[src/verilog/arf_pkg.sv]
// Constants for the converter result formatter: register map, field layout, reset values.
// Assumes a 32-bit AXI4-Lite slave with word-aligned registers.
package arf_pkg;
	localparam logic [11:0] ADDR_CONTROL_A  = 12'h000;
	localparam logic [11:0] ADDR_CONTROL_B  = 12'h004;
	localparam logic [11:0] ADDR_RESULT     = 12'h008;
	localparam logic [11:0] ADDR_IRQ_STATUS = 12'h00C;
	localparam logic [11:0] ADDR_IRQ_ENABLE = 12'h010;
	localparam logic [11:0] ADDR_IRQ_CLEAR  = 12'h014;
	// Control A field positions
	localparam int CTLA_DIFF_BIT  = 0;
	localparam int CTLA_LEFT_BIT  = 1;
	localparam int CTLA_RES10_BIT = 2;
	// Control B field: accumulation count select, 2**n samples
	localparam int CTLB_COUNT_LSB = 0;
	localparam int CTLB_COUNT_W   = 3;
	// Status bits
	localparam int IRQ_RESULT_READY_FLAG_BIT = 0;
	localparam int IRQ_OVRUN_BIT  = 1;
	localparam int IRQ_W          = 2;
	localparam logic [2:0]  CTLA_RESET   = 3'h0;
	localparam logic [2:0]  COUNT_RESET  = 3'h0;
	localparam logic [15:0] RESULT_RESET = 16'h0000;
	localparam logic [1:0]  RESP_OKAY    = 2'b00;
	localparam logic [1:0]  RESP_SLVERR  = 2'b10;
	// Codes and limits
	localparam logic [11:0] SE12_MAX  = 12'hFFF;
	localparam logic [11:0] SE12_MIN  = 12'h000;
	localparam logic [11:0] DF12_MAX  = 12'h7FF;
	localparam logic [11:0] DF12_MIN  = 12'h800;
	localparam int          TRUNC_ABOVE_LOG2 = 4;
endpackage

[src/verilog/arf_formatter.sv]
// Converter result formatter with AXI4-Lite register access and result-ready interrupt.
// Assumes raw codes arrive from converter logic on clk with a one-cycle sample strobe.
//
// Summary of operation
// - Every finished outcome lands in a 16-bit software-readable result register.
// - Single-ended codes are unsigned, 4096 steps at 12 bits, 1024 at 10 bits.
// - Differential codes are two's complement, 2048 or 512 steps per polarity.
// - Differential results narrower than 16 bits get the sign copied upward.
// - Default right alignment puts the eight lowest result bits in the low byte.
// - Left alignment set moves the eight top result bits into the high byte.
// - Left-aligned single 12-bit sample sits in bits 15:4, bits 3:0 zero.
// - Single-ended 12-bit input above reference yields 0xFFF.
// - Single-ended input below ground yields 0x000.
// - Differential 12-bit overrange positive clamps to 0x7FF.
// - Differential 12-bit overrange negative clamps to 0x800.
// - Several consecutive samples are summed, count set by the select field.
// - Above 16 samples, low sum bits are dropped so the result fits 16 bits.
// - Accumulator clears to zero at the start of every accumulated conversion.
// - On completion the formatted value is stored and the ready flag set.
//
// Decided for this implementation: register access over AXI4-Lite and the address map.
`timescale 1ns/100ps
module arf_formatter #(
	parameter int COUNT_SEL_MAX = 6
) (
	input  wire logic        clk,
	input  wire logic        reset,
	// Raw converter sample: one-cycle strobe with code and range flags
	input  wire logic        sample_valid,
	input  wire logic        sample_first,
	input  wire logic [11:0] sample_code,
	input  wire logic        sample_over,
	input  wire logic        sample_under,
	// Configuration seen by the converter sequencer, then result-ready flag and interrupt
	output logic             differential_select,
	output logic             resolution_select,
	output logic [2:0]       accumulation_count_select,
	output logic             result_ready_flag,
	output logic             irq,
	// AXI4-Lite slave
	input  wire logic [11:0] s_axi_awaddr,
	input  wire logic        s_axi_awvalid,
	output logic             s_axi_awready,
	input  wire logic [31:0] s_axi_wdata,
	input  wire logic [3:0]  s_axi_wstrb,
	input  wire logic        s_axi_wvalid,
	output logic             s_axi_wready,
	output logic [1:0]       s_axi_bresp,
	output logic             s_axi_bvalid,
	input  wire logic        s_axi_bready,
	input  wire logic [11:0] s_axi_araddr,
	input  wire logic        s_axi_arvalid,
	output logic             s_axi_arready,
	output logic [31:0]      s_axi_rdata,
	output logic [1:0]       s_axi_rresp,
	output logic             s_axi_rvalid,
	input  wire logic        s_axi_rready
);
	import arf_pkg::*;

	// Select field is three bits and the sample counter eight, so 2**7 samples at most
	if (COUNT_SEL_MAX < 0 || COUNT_SEL_MAX > 7) begin : gen_bad_count_max
		$error("COUNT_SEL_MAX out of range");
	end

	// Registered state
	logic [2:0]        ctla_r;
	logic [2:0]        count_r;
	logic [15:0]       result_r;
	logic [IRQ_W-1:0]  status_r;
	logic [IRQ_W-1:0]  enable_r;
	logic [22:0]       acc_r;
	logic [7:0]        done_cnt_r;
	logic [11:0]       aw_addr_r;
	logic              aw_have_r;
	logic [31:0]       w_data_r;
	logic [3:0]        w_strb_r;
	logic              w_have_r;

	// Decoded controls and next-state helpers
	logic              diff;
	logic              left;
	logic              res10;
	logic [11:0]       clamped;
	logic signed [12:0] sample_ext;
	logic [22:0]       acc_nxt;
	logic [7:0]        target;
	logic              last;
	logic [15:0]       result_nxt;
	logic              wr_fire;
	logic [IRQ_W-1:0]  set_ev;
	logic [IRQ_W-1:0]  clr_ev;
	logic [2:0]        left_shift;

	// Fields of control A
	assign diff  = ctla_r[CTLA_DIFF_BIT];
	assign left  = ctla_r[CTLA_LEFT_BIT];
	assign res10 = ctla_r[CTLA_RES10_BIT];

	// Clamp overrange inputs to the limit codes
	// The range flags win over the code, which means nothing when either is set
	always_comb begin
		clamped = sample_code;
		if (!diff && sample_over)
			clamped = SE12_MAX;
		else if (!diff && sample_under)
			clamped = SE12_MIN;
		else if (diff && sample_over)
			clamped = DF12_MAX;
		else if (diff && sample_under)
			clamped = DF12_MIN;
	end

	// Widen to a signed value: differential is sign-extended, single-ended zero-extended
	// The extra bit keeps single-ended codes positive inside the signed sum
	always_comb begin
		if (diff)
			sample_ext = signed'({clamped[11], clamped});
		else
			sample_ext = signed'({1'b0, clamped});
	end

	// Running sum; first sample of a conversion restarts from zero
	// 23 bits hold 128 signed 13-bit values without overflow
	always_comb begin
		if (sample_first)
			acc_nxt = 23'({{10{sample_ext[12]}}, sample_ext});
		else
			acc_nxt = acc_r + 23'({{10{sample_ext[12]}}, sample_ext});
	end

	// A conversion completes on its 2**n-th sample, counted from the first one
	assign target = 8'(8'd1 << count_r);
	assign last   = sample_valid && ((sample_first ? 8'd1 : done_cnt_r + 8'd1) == target);

	// A sum of 2**n codes spans 12+n bits; this shift brings its top bit to bit 15
	assign left_shift = 3'(TRUNC_ABOVE_LOG2) - count_r;

	// Formatting of the finished sum
	// Single samples use fixed layouts; sums of 2..16 samples keep every bit
	always_comb begin
		logic [22:0] sum;
		logic [15:0] val;
		logic        sgn;
		sum = acc_nxt;
		sgn = diff & sum[22];
		val = 16'h0000;
		if (count_r == 3'd0) begin
			if (res10) begin
				// 10-bit: drop the two lowest conversion bits
				val = diff ? {{6{sgn}}, sum[11:2]} : {6'h00, sum[11:2]};
				if (left)
					val = {sum[11:2], 6'h00};
			end else begin
				val = diff ? {{4{sgn}}, sum[11:0]} : {4'h0, sum[11:0]};
				if (left)
					val = {sum[11:0], 4'h0};
			end
		end else if (count_r > 3'(TRUNC_ABOVE_LOG2)) begin
			// More than 16 samples: shift out low bits to fit 16 bits
			// Left alignment has no effect here: the truncated sum fills all 16 bits
			val = 16'(sum >> (count_r - 3'(TRUNC_ABOVE_LOG2)));
		end else begin
			val = 16'(sum);
			if (diff)
				for (int i = 0; i < 16; i++)
					if (i > 12 + int'(count_r))
						val[i] = sgn;
			// Left alignment puts the eight top sum bits in the high byte
			if (left)
				val = 16'(val << left_shift);
		end
		result_nxt = val;
	end

	// Counter restarts at every first sample, so a cut conversion never leaks onward
	always_ff @(posedge clk or posedge reset) begin
		if (reset) begin
			acc_r      <= 23'h00_0000;
			done_cnt_r <= 8'h00;
		end else if (sample_valid) begin
			acc_r      <= acc_nxt;
			done_cnt_r <= last ? 8'h00 : (sample_first ? 8'd1 : done_cnt_r + 8'd1);
		end
	end

	// Result changes only on completion, so a partial sum is never visible
	always_ff @(posedge clk or posedge reset) begin
		if (reset)
			result_r <= RESULT_RESET;
		else if (last)
			result_r <= result_nxt;
	end

	// Interrupt status: set wins over clear
	// Overrun marks a completion that lands while the ready bit is still pending
	assign set_ev[IRQ_RESULT_READY_FLAG_BIT] = last;
	assign set_ev[IRQ_OVRUN_BIT]  = last && status_r[IRQ_RESULT_READY_FLAG_BIT];
	// A write commits once both halves are held and the previous response is gone
	assign wr_fire = aw_have_r && w_have_r && !s_axi_bvalid;
	assign clr_ev  = (wr_fire && aw_addr_r == ADDR_IRQ_CLEAR && w_strb_r[0])
		? w_data_r[IRQ_W-1:0] : '0;

	always_ff @(posedge clk or posedge reset) begin
		if (reset)
			status_r <= '0;
		else
			status_r <= set_ev | (status_r & ~clr_ev);
	end

	// Flag and irq follow the next status value, so they rise with the status bit
	always_ff @(posedge clk or posedge reset) begin
		if (reset) begin
			result_ready_flag <= 1'b0;
			irq               <= 1'b0;
		end else begin
			result_ready_flag <= set_ev[IRQ_RESULT_READY_FLAG_BIT]
				| (status_r[IRQ_RESULT_READY_FLAG_BIT] & ~clr_ev[IRQ_RESULT_READY_FLAG_BIT]);
			irq <= |((set_ev | (status_r & ~clr_ev)) & enable_r);
		end
	end

	// AXI write: address and data taken in either order
	// Each ready is a one-cycle pulse; the held copy waits until both halves are in
	always_ff @(posedge clk or posedge reset) begin
		if (reset) begin
			aw_have_r     <= 1'b0;
			aw_addr_r     <= 12'h000;
			s_axi_awready <= 1'b0;
		end else begin
			s_axi_awready <= !aw_have_r && !s_axi_awready && s_axi_awvalid;
			if (s_axi_awvalid && s_axi_awready) begin
				aw_have_r <= 1'b1;
				aw_addr_r <= s_axi_awaddr;
			end else if (wr_fire) begin
				aw_have_r <= 1'b0;
			end
		end
	end

	always_ff @(posedge clk or posedge reset) begin
		if (reset) begin
			w_have_r     <= 1'b0;
			w_data_r     <= 32'h0000_0000;
			w_strb_r     <= 4'h0;
			s_axi_wready <= 1'b0;
		end else begin
			s_axi_wready <= !w_have_r && !s_axi_wready && s_axi_wvalid;
			if (s_axi_wvalid && s_axi_wready) begin
				w_have_r <= 1'b1;
				w_data_r <= s_axi_wdata;
				w_strb_r <= s_axi_wstrb;
			end else if (wr_fire) begin
				w_have_r <= 1'b0;
			end
		end
	end

	// Response goes out the cycle after the write commits and stands until bready
	always_ff @(posedge clk or posedge reset) begin
		if (reset) begin
			s_axi_bvalid <= 1'b0;
			s_axi_bresp  <= RESP_OKAY;
		end else if (wr_fire) begin
			s_axi_bvalid <= 1'b1;
			case (aw_addr_r)
				ADDR_CONTROL_A, ADDR_CONTROL_B, ADDR_IRQ_ENABLE, ADDR_IRQ_CLEAR:
					s_axi_bresp <= RESP_OKAY;
				// Read-only registers drop the write but still answer OKAY
				ADDR_RESULT, ADDR_IRQ_STATUS:
					s_axi_bresp <= RESP_OKAY;
				default:
					s_axi_bresp <= RESP_SLVERR;
			endcase
		end else if (s_axi_bready) begin
			s_axi_bvalid <= 1'b0;
		end
	end

	// Control registers steer the formatting
	// Only byte lane 0 carries fields; a count above COUNT_SEL_MAX is refused
	always_ff @(posedge clk or posedge reset) begin
		if (reset) begin
			ctla_r   <= CTLA_RESET;
			count_r  <= COUNT_RESET;
			enable_r <= '0;
		end else if (wr_fire && w_strb_r[0]) begin
			case (aw_addr_r)
				ADDR_CONTROL_A:  ctla_r <= w_data_r[2:0];
				ADDR_CONTROL_B: begin
					if (int'(w_data_r[CTLB_COUNT_LSB +: CTLB_COUNT_W]) <= COUNT_SEL_MAX)
						count_r <= w_data_r[CTLB_COUNT_LSB +: CTLB_COUNT_W];
				end
				ADDR_IRQ_ENABLE: enable_r <= w_data_r[IRQ_W-1:0];
				default: ;
			endcase
		end
	end

	// Registered copies of the settings for the converter sequencer
	always_ff @(posedge clk or posedge reset) begin
		if (reset) begin
			differential_select       <= 1'b0;
			resolution_select         <= 1'b0;
			accumulation_count_select <= COUNT_RESET;
		end else begin
			differential_select       <= diff;
			resolution_select         <= res10;
			accumulation_count_select <= count_r;
		end
	end

	// AXI read
	// No new address is taken while read data waits for rready
	always_ff @(posedge clk or posedge reset) begin
		if (reset) begin
			s_axi_arready <= 1'b0;
			s_axi_rvalid  <= 1'b0;
			s_axi_rdata   <= 32'h0000_0000;
			s_axi_rresp   <= RESP_OKAY;
		end else begin
			s_axi_arready <= !s_axi_arready && !s_axi_rvalid && s_axi_arvalid;
			if (s_axi_arvalid && s_axi_arready) begin
				s_axi_rvalid <= 1'b1;
				s_axi_rresp  <= RESP_OKAY;
				case (s_axi_araddr)
					ADDR_CONTROL_A:  s_axi_rdata <= {29'h0, ctla_r};
					ADDR_CONTROL_B:  s_axi_rdata <= {29'h0, count_r};
					ADDR_RESULT:     s_axi_rdata <= {16'h0000, result_r};
					ADDR_IRQ_STATUS: s_axi_rdata <= {30'h0, status_r};
					ADDR_IRQ_ENABLE: s_axi_rdata <= {30'h0, enable_r};
					ADDR_IRQ_CLEAR:  s_axi_rdata <= 32'h0000_0000;
					default: begin
						s_axi_rdata <= 32'h0000_0000;
						s_axi_rresp <= RESP_SLVERR;
					end
				endcase
			end else if (s_axi_rready) begin
				s_axi_rvalid <= 1'b0;
			end
		end
	end
endmodule

[config.mk]
export PLATFORM = sky130hd
export DESIGN_NAME = arf_formatter
export DESIGN_NICKNAME = d
export VERILOG_FILES = /design/src/verilog/arf_pkg.sv /design/src/verilog/arf_formatter.sv
export SDC_FILE = /design/constraint.sdc
export NUM_CORES = 1
export LEC_CHECK = 0
export BUFFER_PORTS_ARGS = -buffer_cell sky130_fd_sc_hd__buf_4
export CAP_MARGIN = 20
export CELL_PAD_IN_SITES_DETAIL_PLACEMENT = 0
export CELL_PAD_IN_SITES_GLOBAL_PLACEMENT = 2
export CORE_MARGIN = 5
export CORE_UTILIZATION = 30
export DETAILED_ROUTE_END_ITERATION = 10
export PLACE_DENSITY_LB_ADDON = 0.05
export SYNTH_ARGS = -nofsm -noshare
export SYNTH_HDL_FRONTEND = slang
export SYNTH_SLANG_ARGS = --single-unit
[constraint.sdc]
create_clock -name clk -period 6.17 [get_ports clk]
set_input_delay 0.617 -clock clk [delete_from_list [all_inputs] [get_ports clk]]
set_output_delay 0.617 -clock clk [all_outputs]
set_load 0.1 [all_outputs]
Word level (Yosys, flattened, before mapping)
Cells that the tools add are included.
{"block": "totals", "output_inout_bits": 48, "wordCells": 157, "reg_bits": 123}
{"block": "op_classes", "order_cmp": 18, "bitwise": 8, "mux": 46, "eq_ne": 11, "n_shift": 3, "n_reduce_logical": 41, "n_addsub": 5}
{"cell": "5-bit by 32-bit greater-than comparator with 1-bit output (first input constant)", "count": 7}
{"cell": "16-bit 2-to-1 mux", "count": 11}
{"cell": "4-bit by 32-bit greater-than comparator with 1-bit output (first input constant)", "count": 4}
{"cell": "16-bit case mux with 5 select lines", "count": 1}
{"cell": "3-bit by 32-bit greater-than comparator with 1-bit output (first input constant)", "count": 2}
{"cell": "12-bit by 4-bit equality test with 1-bit output (second input constant)", "count": 4}
{"cell": "12-bit by 5-bit equality test with 1-bit output (second input constant)", "count": 4}
{"cell": "12-bit 2-to-1 mux", "count": 4}
{"cell": "1-bit by 32-bit greater-than comparator with 1-bit output (first input constant)", "count": 1}
{"cell": "2-bit by 32-bit greater-than comparator with 1-bit output (first input constant)", "count": 1}
{"cell": "12-bit by 3-bit equality test with 1-bit output (second input constant)", "count": 2}
{"cell": "12-bit zero test", "count": 2}
{"cell": "23-bit adder", "count": 1}
{"cell": "1-bit 2-to-1 mux", "count": 23}
{"cell": "23-bit 2-to-1 mux", "count": 1}
{"cell": "23-bit by 3-bit >> shifter with 16-bit output", "count": 1}
{"cell": "1-bit logical AND", "count": 20}
{"cell": "8-bit 2-to-1 mux", "count": 2}
{"cell": "16-bit by 3-bit left shift with 16-bit output", "count": 1}
{"cell": "13-bit 2-to-1 mux", "count": 1}
{"cell": "6-bit OR reduction", "count": 2}
{"cell": "8-bit by 1-bit adder with 8-bit output (second input constant)", "count": 1}
{"cell": "8-bit equality test", "count": 1}
{"cell": "1-bit zero test", "count": 8}
{"cell": "other kinds (19)", "count": 27}

Depth between registers and ports, before layout
{"block": "logic_depth", "depth_word": 17, "depth_mapped": 17, "ltp_nobuf": 15}

Worst setup path before layout
No wires, ideal clock.
{"block": "synth_path", "kind": "input to register", "start": "in sample_over", "end": "reg result_r[15]", "setup_slack_ns": 2.313, "path_stages": 16, "required_time_ns": 6.033, "t_arrival_ns": 3.720, "path_buffers": 2, "setup_ns": 0.137, "cell_sequence": "buf_1 a21o_1 ha_1 inv_1 fa_1 and2b_4 o31ai_1 a211o_1 a21o_2 o21a_1 and3_1 buf_6 mux2_4 a221o_1 o311ai_1 a221oi_1"}
{"block": "synth_via", "elab_chain_len": 16}
{"element": "start: declaration", "line_no": "arf_formatter.sv:32", "rtl": "input wire logic sample_over,"}
{"element": "1-bit logical AND", "line_no": "arf_formatter.sv:108", "rtl": "else if (diff && sample_over)"}
{"element": "12-bit 2-to-1 mux", "line_no": "arf_formatter.sv:108"}
{"element": "12-bit 2-to-1 mux", "line_no": "arf_formatter.sv:106", "rtl": "else if (!diff && sample_under)"}
{"element": "12-bit 2-to-1 mux *", "line_no": "arf_formatter.sv:104", "rtl": "if (!diff && sample_over)"}
{"element": "13-bit 2-to-1 mux *", "line_no": "arf_formatter.sv:117", "rtl": "if (diff)"}
{"element": "23-bit adder", "line_no": "arf_formatter.sv:129", "rtl": "acc_nxt = acc_r + 23'({{10{sample_ext[12]}}, sample_ext});"}
{"element": "23-bit 2-to-1 mux *", "line_no": "arf_formatter.sv:126", "rtl": "if (sample_first)"}
{"element": "1-bit AND", "line_no": "arf_formatter.sv:146", "rtl": "sgn = diff & sum[22];"}
{"element": "1-bit 2-to-1 mux", "line_no": "arf_formatter.sv:167", "rtl": "if (i > 12 + int'(count_r))"}
{"element": "16-bit 2-to-1 mux", "line_no": "arf_formatter.sv:165", "rtl": "if (diff)"}
{"element": "16-bit 2-to-1 mux", "line_no": "arf_formatter.sv:159", "rtl": "end else if (count_r > 3'(TRUNC_ABOVE_LOG2)) begin"}
{"element": "16-bit 2-to-1 mux", "line_no": "arf_formatter.sv:148", "rtl": "if (count_r == 3'd0) begin"}
{"element": "16-bit by 3-bit left shift with 16-bit output", "line_no": "arf_formatter.sv:171", "rtl": "val = 16'(val << left_shift);"}
{"element": "16-bit 2-to-1 mux", "line_no": "arf_formatter.sv:170", "rtl": "if (left)"}
{"element": "16-bit 2-to-1 mux", "line_no": "arf_formatter.sv:159"}
{"element": "16-bit 2-to-1 mux *", "line_no": "arf_formatter.sv:148"}
{"element": "end signal: assignment", "line_no": "arf_formatter.sv:192", "rtl": "result_r <= result_nxt;"}
{"element": "end: declaration", "line_no": "arf_formatter.sv:69", "rtl": "logic [15:0] result_r;"}
Every way passes the cells marked *; elsewhere a longest branch is shown, timed or not. The select of a mux whose other input is x is not followed.
A chain may end at the register's enable or synchronous reset.

Worst setup path in the final report
{"block": "layout_path", "start": "reg ctla_r[0]", "end": "reg result_r[13]"}
{"block": "layout_via", "elab_chain_len": 17}
{"element": "start: declaration", "line_no": "arf_formatter.sv:67", "rtl": "logic [2:0] ctla_r;"}
{"element": "start signal: assignment", "line_no": "arf_formatter.sv:289", "rtl": "ADDR_CONTROL_A: ctla_r <= w_data_r[2:0];"}
{"element": "1-bit logical AND", "line_no": "arf_formatter.sv:110", "rtl": "else if (diff && sample_under)"}
{"element": "12-bit 2-to-1 mux", "line_no": "arf_formatter.sv:110"}
{"element": "12-bit 2-to-1 mux", "line_no": "arf_formatter.sv:108"}
{"element": "12-bit 2-to-1 mux", "line_no": "arf_formatter.sv:106"}
{"element": "12-bit 2-to-1 mux", "line_no": "arf_formatter.sv:104"}
{"element": "13-bit 2-to-1 mux", "line_no": "arf_formatter.sv:117"}
{"element": "23-bit adder", "line_no": "arf_formatter.sv:129"}
{"element": "23-bit 2-to-1 mux", "line_no": "arf_formatter.sv:126"}
{"element": "1-bit AND", "line_no": "arf_formatter.sv:146"}
{"element": "1-bit 2-to-1 mux", "line_no": "arf_formatter.sv:167"}
{"element": "16-bit 2-to-1 mux", "line_no": "arf_formatter.sv:165"}
{"element": "16-bit 2-to-1 mux", "line_no": "arf_formatter.sv:159"}
{"element": "16-bit 2-to-1 mux", "line_no": "arf_formatter.sv:148"}
{"element": "16-bit by 3-bit left shift with 16-bit output", "line_no": "arf_formatter.sv:171"}
{"element": "16-bit 2-to-1 mux", "line_no": "arf_formatter.sv:170"}
{"element": "16-bit 2-to-1 mux", "line_no": "arf_formatter.sv:159"}
{"element": "16-bit 2-to-1 mux *", "line_no": "arf_formatter.sv:148"}
Marked as above.

==> impl_results.md <==
* Cell breakdown of the critical path: inv_1, nor2_2, ha_1, a21oi_1, o21ai_1, a221o_1, nand2_1, a21boi_0, and3_1, mux2i_2, a2111oi_0, o32ai_1, a2bb2oi_1
* Largest stage delay on the critical path at 0.71 ns
* Post-Synth XOR/XNOR Area at 1.65%
* Crit-path slowest cell: nor2_2
* Final worst slack at 1.58 ns
* Post-route DRC violation count at 0
* Post-DP HPWL at 18900 um
* Number of port buffers at 80
* Die H at 173 um
* Synthesized area at 7980 um^2
* CTS tree: done
* WL met1 at 11900 um
* Largest net degree at the start of global routing at 56
* Worst Path Required at 6.45 ns
* Register area share after synthesis at 32.6%
* Initial antenna violation count at 0
* Cells after Synth at 929
* Root buffer cell: clkbuf_16
* Post-synthesis mux area share at 9.91%
* CTS max path bufs at 2
* Worst min path class: primary input to async pin
* Total wire length at 26300 um
* Largest family of logic cells by synthesized area: compound AO/OA/AOI/OAI gates
* Via count at 7319
* Critical path capture point type: register
* CP arrival at 4.87 ns
* Post-Place Cell Area at 8800 um^2
* CTS buffer count at 9
* Synth Area in Adders at 5.11%
* Clock Pin Slew Worst Setup and Hold Paths at 0.09 ns
* Final worst-path cycle share at 74.4%
* WS Path Type: register to register
* Post-synthesis cell type count at 95
* Area delta synth->final at 14.4%
* Slew @ Worst Pin at 0.954 ns
* Postcts setup bufs at 0
* Final Slew Violations at 0
* Slew HR at 36.4%
* Pre-CTS setup slack at 1.47 ns
* GR Overflow Total at 0
* Drt pass-1 iters at 5
* Wire per inst at 20.0 um
* Setup violations, final at 0
* Io pins at 131
* Max-cap violations at 0
* Crit path max fanout at 18
* Global Route Usage Sum at 17.2%
* Power, Total at 2870 uW
* Unrepaired setup endpoints after global routing: no
* Pleak at 0.00389 uW
* Simple-Gate Fraction of Synth Area at 17.5%
* Placer Congestion at 0.817
* Die area at 30000 um^2
* Synth Area in Compound Gates at 26.7%
* Setup TNS at 0 ns
* Post-synth EDFFs at 0
* Starting Density at 30.5%
* Worst path top cell family by delay: compound AO/OA/AOI/OAI gates
* Syn_area_per_cell at 8.59 um^2
* Routed Antenna Nets at 0
* Antenna Cells at 0
* First-pass GRT wire length at 42000 um
* Die W at 173 um
* Post-route cell area at 9130 um^2
* H-tree levels at 3
* Core Area at 26100 um^2
* Post-CTS Resized at 0
* Layout cells sized above 1 at 18.7%
* Met3 Routed Length at 1120 um
* Fillers at 2719
* Vias in the first global route at 7385
* Pwr dens at 314 nW/um^2
* Final Hold Vio Count at 0
* DR iter-0 viols at 446
* FMAX at 218 MHz
* Status: finished, final reports clean
* Std-Cell Rows at 59
* # nets final at 1090
* Post-synthesis sequential element count at 104
* Type of origin of the critical path: register
* Clk sinks at 104
* Clock Skew at 0.0159 ns
* Warnings, synthesis at 0
* WL met2 at 12600 um
* Main flop type after synthesis: dfrtp_1
* Tmin final at 4.59 ns
* Hold buffer count at CTS at 0
* FFs w/ async S/R, synth at 100%
* CP Buf/Inv Count at 1
* Clock Latency Late Sink at 0.37 ns
* Maximum vdd drop at 0.183 mV
* Max layer used: met4
* Vias per inst at 5.57
-- cell usage in the layout, fill, tap and decap left out, types with 9 or more instances in the layout --
cell type and count:
inv_1 28, nand2_1 82, ha_1 31, o22ai_1 13
nand3_1 24, xnor2_1 11, nor2b_1 9, mux2_2 34
and3_1 9, mux2i_1 24, a31oi_1 16, a21oi_1 63
nor3_1 25, conb_1 18, o21ai_0 55, dfrtp_1 103
clkbuf_16 9, a21o_1 15, nor2_1 90, a211oi_1 10
o31ai_1 10, buf_4 97, o211ai_1 15, a22o_1 15
-- cell families after synthesis --
group,Yosys count
XOR/XNOR,15
flip-flops,104
AO/OA/AOI/OAI,307
buffers and inverters,112
multiplexers,67
AND/OR/NAND/NOR,291
adder cells (fa/ha/maj),32
other,1
-- synthesized netlist by cell type, types with 11 or more instances --
cell type	count	area [um^2]
ha_1	31	388
mux2i_1	24	240
mux2_2	34	383
xnor2_1	11	96.3
buf_2	11	55.1
o22ai_1	13	81.3
nand2_1	82	308
inv_1	29	109
a21oi_1	63	315
a31oi_1	16	100
a21o_1	15	113
clkbuf_1	41	154
nand3_1	24	120
nor2_1	90	338
dfrtp_1	104	2600
o211ai_1	15	113
a22o_1	15	131
nor3_1	25	125
o21ai_0	55	275
buf_4	19	143
-- worst register-to-register path: cells and delay by family (launching register included) --
kind                       cells  cell delay [ns]
AOI/OAI and AO/OA              7             1.89
and+or+nand+nor                3             1.20
DFF                            1             0.61
adders and majority gates      1             0.44
buffers and inverters          1             0.21
muxes                          1             0.16
-- worst paths after layout --
path,startpoint,endpoint,slack (ns),depth (start not counted)
worst max-delay path,ctla_r[0],result_r[13],1.58,13
worst min-delay path,reset,w_strb_r[0],0.36,2
worst max register to register,ctla_r[0],result_r[13],1.58,13
worst min register to register,s_axi_wready,s_axi_wready,0.46,1
max in group asynchronous,reset,count_r[0],4.57,3
min in group clk,s_axi_bready,s_axi_bvalid,0.42,2
-- layer usage --
layer,GRT usage (%),vias up
li1,-,3509
met1,22.8,3584
met2,29.1,185
met3,2.77,41
met4,4.96,0
met5,0,-
-- per-stage QoR --
| step | hold WS, ns | cells | utilization [%] |
|---|---|---|---|
| floorplan | 0.380 | 946 | - |
| global placement | 0.443 | 1297 | 33.7 |
| detailed placement | 0.455 | 1298 | 33.7 |
| CTS | 0.404 | 1314 | 34.9 |
| global route | 0.430 | 1315 | 34.9 |
| finish | 0.359 | 1315 | 34.9 |
-- final cells by class --
type	instances	area, um^2	share of cell area [%]
Clock buffer	9	225	2.47
Tap cell	335	419	4.59
Inverter	33	126	1.38
Timing Repair Buffer	97	728	7.98
Clock inverter	7	93.8	1.03
Multi-Input combinational cell	730	4930	54.0
Sequential cell	104	2600	28.5
-- where the power goes --
part,switching [uW],internal [uW],total [uW]
registers,133,845,977
logic,792,457,1250
clock network,341,301,642
total,1270,1600,2870
-- flip-flops by register name, indices dropped and copies added (netlist names), 2 cells and up --
| register | count |
|---|---|
| aw_addr_r | 12 |
| acc_r | 23 |
| result_r | 16 |
| w_data_r | 3 |
| s_axi_rdata | 16 |
| accumulation_count_select | 3 |
| status_r | 2 |
| enable_r | 2 |
| count_r | 3 |
| ctla_r | 3 |
| done_cnt_r | 8 |
Note: power is estimated with default switching activity, not from simulation.
